[config.mk]
export PLATFORM = sky130hd
export DESIGN_NAME = uep_ep0_ctrl
export DESIGN_NICKNAME = d
export VERILOG_FILES = /design/src/uep_pkg.sv /design/src/uep_ep0_ctrl.sv
export SDC_FILE = /design/constraint.sdc
export NUM_CORES = 1
export LEC_CHECK = 0
export BUFFER_PORTS_ARGS = -buffer_cell sky130_fd_sc_hd__buf_2
export CORE_UTILIZATION = 38
export CTS_BUF_LIST = sky130_fd_sc_hd__clkbuf_16
export CTS_CLUSTER_DIAMETER = 150
export DETAILED_ROUTE_END_ITERATION = 16
export PLACE_DENSITY_LB_ADDON = 0.12
export SLEW_MARGIN = 20
export SYNTH_ARGS = -nofsm -noshare
export SYNTH_HDL_FRONTEND = slang
export SYNTH_SLANG_ARGS = --single-unit
export TNS_END_PERCENT = 20
[constraint.sdc]
create_clock -name clk_i -period 2.35 [get_ports clk_i]
set_input_delay 0.47 -clock clk_i [delete_from_list [all_inputs] [get_ports clk_i]]
set_output_delay 0.47 -clock clk_i [all_outputs]
set_load 0.05 [all_outputs]
[src/uep_pkg.sv]
// Constants, register map and carrier types of the endpoint 0 control/status block.
// Assumes a 32-bit classic Wishbone bus with byte addresses and a USB packet engine
// that reports its events as one-cycle pulses on the same clock.
package uep_pkg;

  // Bus byte address width in bits; word index is adr[ADR_W-1:2]
  localparam int ADR_W = 12;
  localparam int IDX_W = ADR_W - 2;

  // Register indices; byte address is four times the index
  localparam logic [IDX_W-1:0] CSRL_IDX = 10'h102;
  localparam logic [IDX_W-1:0] INT_STATUS_IDX = 10'h110;
  localparam logic [IDX_W-1:0] INT_MASK_IDX = 10'h111;

  // Field positions of endpoint0_control_status_low
  localparam int BIT_SETUP_END_CLEAR = 7;
  localparam int BIT_RX_ACK_CLEAR = 6;
  localparam int BIT_SEND_STALL = 5;
  localparam int BIT_EARLY_END = 4;
  localparam int BIT_LAST_DATA = 3;
  localparam int BIT_STALL_SENT = 2;
  localparam int BIT_TX_READY = 1;
  localparam int BIT_RX_READY = 0;

  // Interrupt status and mask layout
  localparam int INT_W = 3;
  localparam int INT_EP0 = 0;
  localparam int INT_STALL = 1;
  localparam int INT_TX_DONE = 2;

  // Values after reset
  localparam logic [7:0] CSRL_RESET = 8'h00;
  localparam logic [INT_W-1:0] INT_RESET = 3'h0;

  // Wishbone request from the master
  typedef struct packed {
    logic cyc;
    logic stb;
    logic we;
    logic [ADR_W-1:0] adr;
    logic [3:0] sel;
    logic [31:0] dat;
  } uep_wb_req_t;

  // One-cycle event pulses from the packet engine
  typedef struct packed {
    logic stall_sent;
    logic tx_done;
    logic rx_done;
    logic ctrl_end;
  } uep_link_evt_t;

  // Levels towards the packet engine
  typedef struct packed {
    logic send_stall;
    logic tx_packet_ready;
    logic rx_packet_ready;
    logic last_data_marker;
  } uep_link_ctl_t;

  // Whole state of the block
  typedef struct packed {
    logic ack;
    logic [31:0] rdat;
    logic send_stall;
    logic early_control_end_flag;
    logic last_data_marker;
    logic stall_sent;
    logic tx_packet_ready;
    logic rx_packet_ready;
    logic [INT_W-1:0] transmit_interrupt_status;
    logic [INT_W-1:0] int_mask;
    logic irq;
  } uep_state_t;

  localparam uep_state_t STATE_RESET = '0;

endpackage

[src/uep_ep0_ctrl.sv]
// Endpoint 0 control/status low byte, device mode, with interrupt status and mask.
// Assumes a classic Wishbone master that holds each request until it sees ack, and
// a packet engine whose event inputs are one-cycle pulses synchronous to clk_i.
// Function
// - Writing one to bit 7 clears setup end
// - Writing one to bit 6 clears receive ready
// - Send-stall bit requests STALL, ends transaction
// - Send-stall self-clears after STALL went out
// - Early control end sets flag and interrupt
// - Data-end marker clears itself automatically
// - Stall-sent flag set by STALL, software clears
// - Software transmit-ready raises endpoint interrupt flag
// - Transmit-ready clears after packet is sent
// - Received packet sets receive ready, interrupt
//
// Our own choice: register access over Wishbone.
`timescale 1ns/1ns
`default_nettype none

module uep_ep0_ctrl
  import uep_pkg::*;
(
  input wire logic clk_i,
  input wire logic rst_i,
  input wire uep_pkg::uep_wb_req_t wb_i,
  output logic wb_ack_o,
  output logic [31:0] wb_dat_o,
  input wire uep_pkg::uep_link_evt_t evt_i,
  output uep_pkg::uep_link_ctl_t link_o,
  output logic irq_o
);
  import uep_pkg::*;

  // Registered state and its next value
  uep_state_t st_ff;
  uep_state_t nxt_st;

  // Bus decode helpers
  logic req; // Master has a request on the bus
  logic wr_go; // Write commits on the edge that samples ack
  logic csr_wr; // Write to the control/status byte
  logic ists_wr; // Write to interrupt status
  logic imask_wr; // Write to interrupt mask
  logic [7:0] wdat; // Low write byte
  logic early_end; // Control transfer ended before data-end was set
  logic ep0_evt; // Any event that raises the endpoint 0 interrupt flag

  // Matches a byte address against a register index
  function automatic logic idx_is(input logic [ADR_W-1:0] adr, input logic [IDX_W-1:0] idx);
    idx_is = (adr[ADR_W-1:2] == idx);
  endfunction

  // Packs the readable view of the control/status byte
  function automatic logic [7:0] csr_view(input uep_state_t s);
    logic [7:0] v;
    v = CSRL_RESET;
    // Clear strobes at bits 7 and 6 always read zero
    v[BIT_SEND_STALL] = s.send_stall;
    v[BIT_EARLY_END] = s.early_control_end_flag;
    v[BIT_LAST_DATA] = s.last_data_marker;
    v[BIT_STALL_SENT] = s.stall_sent;
    v[BIT_TX_READY] = s.tx_packet_ready;
    v[BIT_RX_READY] = s.rx_packet_ready;
    csr_view = v;
  endfunction

  // Request and write strobes; only byte lane 0 carries data
  assign req = wb_i.cyc && wb_i.stb;
  assign wr_go = req && wb_i.we && st_ff.ack && wb_i.sel[0];
  assign csr_wr = wr_go && idx_is(wb_i.adr, CSRL_IDX);
  assign ists_wr = wr_go && idx_is(wb_i.adr, INT_STATUS_IDX);
  assign imask_wr = wr_go && idx_is(wb_i.adr, INT_MASK_IDX);
  assign wdat = wb_i.dat[7:0];

  // An end of transfer counts as early only while no data-end is pending
  assign early_end = evt_i.ctrl_end && !st_ff.last_data_marker;
  assign ep0_evt = early_end || (csr_wr && wdat[BIT_TX_READY]) || evt_i.rx_done;

  // Next-state logic; every flag lets its set win over a clear
  always_comb
  begin
    nxt_st = st_ff;

    // Ack one cycle after the request rises, then drop for a cycle
    nxt_st.ack = req && !st_ff.ack;

    // Read data is captured with ack; unmapped addresses read zero
    nxt_st.rdat = '0;
    if (req && !st_ff.ack && !wb_i.we)
    begin
      if (idx_is(wb_i.adr, CSRL_IDX))
      begin
        nxt_st.rdat[7:0] = csr_view(st_ff);
      end
      else if (idx_is(wb_i.adr, INT_STATUS_IDX))
      begin
        nxt_st.rdat[INT_W-1:0] = st_ff.transmit_interrupt_status;
      end
      else if (idx_is(wb_i.adr, INT_MASK_IDX))
      begin
        nxt_st.rdat[INT_W-1:0] = st_ff.int_mask;
      end
    end

    // Send stall: a write of one requests it, the engine's report ends it
    if (csr_wr && wdat[BIT_SEND_STALL])
    begin
      nxt_st.send_stall = 1'b1;
    end
    else if (evt_i.stall_sent)
    begin
      nxt_st.send_stall = 1'b0;
    end

    // Setup end: set on early end, cleared by the clear strobe
    if (early_end)
    begin
      nxt_st.early_control_end_flag = 1'b1;
    end
    else if (csr_wr && wdat[BIT_SETUP_END_CLEAR])
    begin
      nxt_st.early_control_end_flag = 1'b0;
    end

    // Data-end marker: software sets it, the end of the transfer clears it
    if (csr_wr && wdat[BIT_LAST_DATA])
    begin
      nxt_st.last_data_marker = 1'b1;
    end
    else if (evt_i.ctrl_end)
    begin
      nxt_st.last_data_marker = 1'b0;
    end

    // Stall sent: sticky until software writes the bit as zero
    if (evt_i.stall_sent)
    begin
      nxt_st.stall_sent = 1'b1;
    end
    else if (csr_wr && !wdat[BIT_STALL_SENT])
    begin
      nxt_st.stall_sent = 1'b0;
    end

    // Transmit ready: writing zero has no effect, only the engine clears it
    if (csr_wr && wdat[BIT_TX_READY])
    begin
      nxt_st.tx_packet_ready = 1'b1;
    end
    else if (evt_i.tx_done)
    begin
      nxt_st.tx_packet_ready = 1'b0;
    end

    // Receive ready: set by a received packet, cleared by the ack strobe
    if (evt_i.rx_done)
    begin
      nxt_st.rx_packet_ready = 1'b1;
    end
    else if (csr_wr && wdat[BIT_RX_ACK_CLEAR])
    begin
      nxt_st.rx_packet_ready = 1'b0;
    end

    // Sticky interrupt status, write one to clear, new events win
    if (ists_wr)
    begin
      nxt_st.transmit_interrupt_status = st_ff.transmit_interrupt_status & ~wdat[INT_W-1:0];
    end
    nxt_st.transmit_interrupt_status[INT_EP0] = nxt_st.transmit_interrupt_status[INT_EP0] | ep0_evt;
    nxt_st.transmit_interrupt_status[INT_STALL] = nxt_st.transmit_interrupt_status[INT_STALL] | evt_i.stall_sent;
    nxt_st.transmit_interrupt_status[INT_TX_DONE] = nxt_st.transmit_interrupt_status[INT_TX_DONE] | evt_i.tx_done;

    // Mask is plain read/write
    if (imask_wr)
    begin
      nxt_st.int_mask = wdat[INT_W-1:0];
    end

    // Level interrupt, registered so the pin comes from a flip-flop
    nxt_st.irq = |(nxt_st.transmit_interrupt_status & nxt_st.int_mask);
  end

  // State register with synchronous reset
  always_ff @(posedge clk_i)
  begin
    if (rst_i)
    begin
      st_ff <= STATE_RESET;
    end
    else
    begin
      st_ff <= nxt_st;
    end
  end

  // Outputs straight from the state register
  assign wb_ack_o = st_ff.ack;
  assign wb_dat_o = st_ff.rdat;
  assign link_o.send_stall = st_ff.send_stall;
  assign link_o.tx_packet_ready = st_ff.tx_packet_ready;
  assign link_o.rx_packet_ready = st_ff.rx_packet_ready;
  assign link_o.last_data_marker = st_ff.last_data_marker;
  assign irq_o = st_ff.irq;
endmodule

`default_nettype wire

* Word-level counts from Yosys, hierarchy flattened
Index checks and enable logic that the tools add are counted.
** Cells by class
- Add/subtract/negate cells :: 0
- Multipliers :: 0
- Divide/modulo/power cells :: 0
- Magnitude comparators :: 0
- Equal/unequal tests :: 3
- Shift operators :: 0
- Muxes and demuxes :: 17
- Bitwise operators :: 8
- Reductions and logical operators :: 31
** Operators with widths (number)
- == test 10 x 9 -> 1 bit, second input constant :: 3
- logical AND 1 bit :: 16
- 2-to-1 mux 3 bit :: 5
- 2-to-1 mux 1 bit :: 12
- nonzero test 2 bit :: 6
- AND 3 bit :: 2
- OR reduction 3 bit :: 2
- logical NOT 1 bit :: 4
- inverter 3 bit :: 1
- OR 1 bit :: 3
- logical OR 1 bit :: 2
- inverter 1 bit :: 2
- OR reduction 2 bit :: 1
** Storage, ports and cells
- Flip-flop bits (word level) :: 46
- Bits in latches :: 0
- Memory bits (writable) :: 0
- Memory bits (read-only) :: 0
- Output and inout bits :: 38
- Logic and storage cells :: 72
- Memories kept :: 0

* Longest topological paths before layout
- Word-level depth :: 11
- Depth in mapped cells :: 6

* Least setup slack after synthesis
Ideal clock, no wire load.
- Kind :: register to register
- From :: register st_ff, in the netlist wb_ack_o
- To :: register st_ff, in the netlist irq_o
- Library setup time :: 0.122 ns
- Arrival :: 1.864 ns
- Setup slack :: 0.365 ns
- Cell stages (with the launch flop) :: 6
- Path buffers :: 0
- Clock period less this slack :: 1.985 ns
- Cells stage by stage :: dfxtp_1 > and4_1 > and3_1 > and2_4 > mux2_1 > a221o_1
** Between the ends
- Longest elaborated chain between the ends :: 9
- Elaborated cells between the ends (all ways) :: 15
** RTL lines
- from (decl) :: line uep_ep0_ctrl.sv:35 : uep_state_t st_ff;
- from (signal assigned) :: line uep_ep0_ctrl.sv:193 : st_ff <= nxt_st;
- logical AND 1 bit (*) (2 in series) :: line uep_ep0_ctrl.sv:69 : assign wr_go = req && wb_i.we && st_ff.ack && wb_i.sel[0];
- logical AND 1 bit :: line uep_ep0_ctrl.sv:70 : assign csr_wr = wr_go && idx_is(wb_i.adr, CSRL_IDX);
- logical AND 1 bit :: line uep_ep0_ctrl.sv:77 : assign ep0_evt = early_end || (csr_wr && wdat[BIT_TX_READY]) || evt_i.rx_done;
- logical OR 1 bit (2 in series) :: line uep_ep0_ctrl.sv:77
- OR 1 bit :: line uep_ep0_ctrl.sv:170 : nxt_st.transmit_interrupt_status[INT_EP0] = nxt_st.transmit_interrupt_status[INT_EP0] | ep0_evt;
- AND 3 bit (*) :: line uep_ep0_ctrl.sv:181 : nxt_st.irq = |(nxt_st.transmit_interrupt_status & nxt_st.int_mask);
- OR reduction 3 bit (*) :: line uep_ep0_ctrl.sv:181
Every way passes the cells marked *; elsewhere a longest branch is shown, timed or not.
A chain may end at the register's enable or synchronous reset.

* Worst setup path in the final report
- From :: input wb_i[41] in the netlist's numbering
- To :: register st_ff, in the netlist irq_o
** Between the ends
- Longest elaborated chain between the ends :: 8
- Elaborated cells between the ends (all ways) :: 16
** RTL lines
- from (decl) :: line uep_ep0_ctrl.sv:25 : input wire uep_pkg::uep_wb_req_t wb_i,
- == test 10 x 9 -> 1 bit :: line uep_ep0_ctrl.sv:50 : idx_is = (adr[ADR_W-1:2] == idx);
- logical AND 1 bit :: line uep_ep0_ctrl.sv:70
- logical AND 1 bit :: line uep_ep0_ctrl.sv:77
- logical OR 1 bit (2 in series) :: line uep_ep0_ctrl.sv:77
- OR 1 bit :: line uep_ep0_ctrl.sv:170
- AND 3 bit (*) :: line uep_ep0_ctrl.sv:181
- OR reduction 3 bit (*) :: line uep_ep0_ctrl.sv:181
Marked as above.

==> impl_metrics.toml <==
[cts]
postCtsSetupBuffers = 0
cts_buffers = 3
cts_root_buffer = "clkbuf_16"
cts.path.max_buffers = 2
cts_sinks = 20
cts_resized = 0
clk_latency_ns = 0.25
htreeDepth = 1
clkTransAtPathRegs_ns = 0.06
hold_buffers = 0
tritoncts = "built"

[routing]
vias = 864
wire_per_inst_um = 10.9
ant_nets = 0
drt_iter0_drc = 25
drt_first_pass_iters = 10
drt-total-wl_um = 2100
vias_per_cell = 4.50
drc = 12

[sta]
hold_viol_final = 0
fin_worst_skew_ns = 0.00389
grt_setup_unrepaired = "false"
setup_viol = 0
fin_crit_sh_pct = 75.9
timing.hold.ws_ns = 0.451
fin_setup_tns_ns = 0
drv_slew = 0
fin_crit_ns = 1.78
fmax_ghz = 0.560

[critical_path]
r2r-end = "irq_o"
crit_start = "wb_i[41]"
start_kind = "primary input"
cp_slowest_stage_delay_ns = 0.35
worstPathArrival_ns = 1.92
path_delay_family = "simple AND/OR/NAND/NOR gates"
r2r-start = "wb_ack_o"
endpoint = "irq_o"
critPathRequiredTime_ns = 2.49
crit_buf_inv = 1
ff2ff_setup_slack_ns = 0.61
slowest_stage = "mux2_1"
r2r_cells = 5
crit_chain = "buf_2 > nor4b_4 > and3_1 > and2_4 > mux2_1 > a221o_1"
cp_num_cells = 6
critPathMaxFanout = 3
worstSetupPathType = "in -> reg"
endpoint_kind = "register"

[floorplanning]
die_w_um = 57.0
ioPinCount = 95
core_mm2 = 0.00281
die_area_mm2 = 0.00324
die_y_um = 57.0
start_util_pct = 40.9
fp-row-count = 19

[min_path]
hp-class = "in -> reg"

[flow_run]
drv_cap = 0

[placed_design]
placed_cells = 188
globalplace.congestion = 0.814
hpwlAfterDp_um = 1760
post_dp_cell_area_mm2 = 0.00119
portBuffers = 38

[synth]
synth_cell_types = 33
synth-seq-cells = 20
yosys_warnings = 0
syn_inst = 131
synth.yosys.seq_area_share_pct = 34.9
syn_area_per_cell_um2 = 8.76
syn-cell-area_mm2 = 0.00115

[power]
leakage_nw = 0.632
total_power_w = 0.000965
power_density_mw_per_mm2 = 742
vdd_drop_max_mv = 0.675

[global_routing]
antenna_found_initial = 0
grt_overflow_total = 0
grt_pass1_vias = 781
grt.total_usage_pct = 14.2
grt_max_degree = 16
grt_pass1_wl_um = 3440

[status]
outcome = "finished, violations left"
violations = "design-rule violations"

[layout]
finalNonFillerCells = 192
nFillCells = 304
final_nets = 219
stdcell_area_mm2 = 0.00130
drive_gt1_share_pct = 32.3
final_cell_mix = "buf_2, conb_1, dfxtp_1"
diodes = 0
synthToLayoutAreaGrowth_pct = 13.3
layout_commonest_cell = "buf_2"
## area by class of cell
type	count	area [um2]	share of cell area (%)
Multi-Input combinational cell	92	532	40.9
Sequential cell	20	400	30.8
Timing Repair Buffer	40	205	15.8
Clock buffer	3	75.1	5.77
Tap cell	31	38.8	2.98
Clock inverter	1	30.0	2.31
Inverter	5	18.8	1.44
## per-layer routing
metal	track usage, %	up-vias	wire length [um]
met5	0	-	0
met4	4.18	0	25
met3	5.90	4	128
met2	24.0	23	1050
met1	16.5	393	895
li1	-	444	-
## through the flow
stage | util, % | setup slack (ns)
finish | 46.3 | 0.566
global route | 46.3 | 0.512
CTS | 46.3 | 0.574
detailed placement | 42.6 | 0.311
global placement | 42.6 | 0.317
floorplan | - | 0.365
## cell families (layout without fill, tap and decap cells)
logic type | Yosys count | in the layout | synth area share, %
and+or+nand+nor | 40 | 40 | 21.4
DFF | 20 | 20 | 34.9
muxes | 5 | 5 | 4.80
buffers and inverters | 44 | 49 | 26.9
other | 1 | 26 | 0.327
AOI/OAI and AO/OA | 21 | 21 | 11.7
## report_power, final
group	total, W	internal, W	leakage [nW]	switching (W)
clock	0.000457	0.000337	0.0511	0.000119
sequential	0.000351	0.000347	0.163	0.00000394
combinational	0.000157	0.0000308	0.417	0.000126
## registers in the layout (all words and copies together), names as in the netlist
register  count
st_ff         8
irq_o         1
wb_ack_o      1
wb_dat_o      6
link_o        4
## cell usage after synthesis
cell	count	area, um2
a21bo_2	1	10.0
a21oi_1	8	40.0
a221o_1	1	10.0
a221oi_1	1	8.76
a22oi_1	4	30.0
a2bb2oi_1	1	8.76
a31oi_1	1	6.26
and2_1	4	25.0
and2_4	1	8.76
and2b_1	1	7.51
and3_1	2	12.5
and4_1	2	17.5
buf_2	1	5.00
buf_4	36	270
buf_6	1	11.3
clkbuf_1	1	3.75
conb_1	1	3.75
dfxtp_1	20	400
inv_1	5	18.8
mux2_1	1	11.3
mux2_2	3	33.8
mux2i_1	1	10.0
nand2_1	5	18.8
nand2b_1	3	18.8
nand3_1	8	40.0
nand4_1	1	6.26
nor2_1	7	26.3
nor2b_1	1	6.26
nor2b_4	1	13.8
nor3_1	2	10.0
nor3_2	1	10.0
nor4b_4	1	23.8
o21ai_0	4	20.0
## how the worst min path moves through the flow
stage,start,end,slack [ns],depth (start not counted)
floorplan,st_ff[11],wb_dat_o[4],0.43,1
global placement,st_ff[11],wb_dat_o[4],0.44,1
detailed placement,st_ff[11],wb_dat_o[4],0.44,1
CTS,wb_i[5],link_o[3],0.45,3
global route,evt_i[1],link_o[1],0.47,3
finish,wb_i[5],link_o[3],0.45,3
## tightest hold or removal path: cells and delay by family
family	cells	cell delay, ns
buffers and inverters	1	0.07
AND/OR/NAND/NOR	1	0.07
AO/OA/AOI/OAI	1	0.05
(Power assumes the default switching activity.)
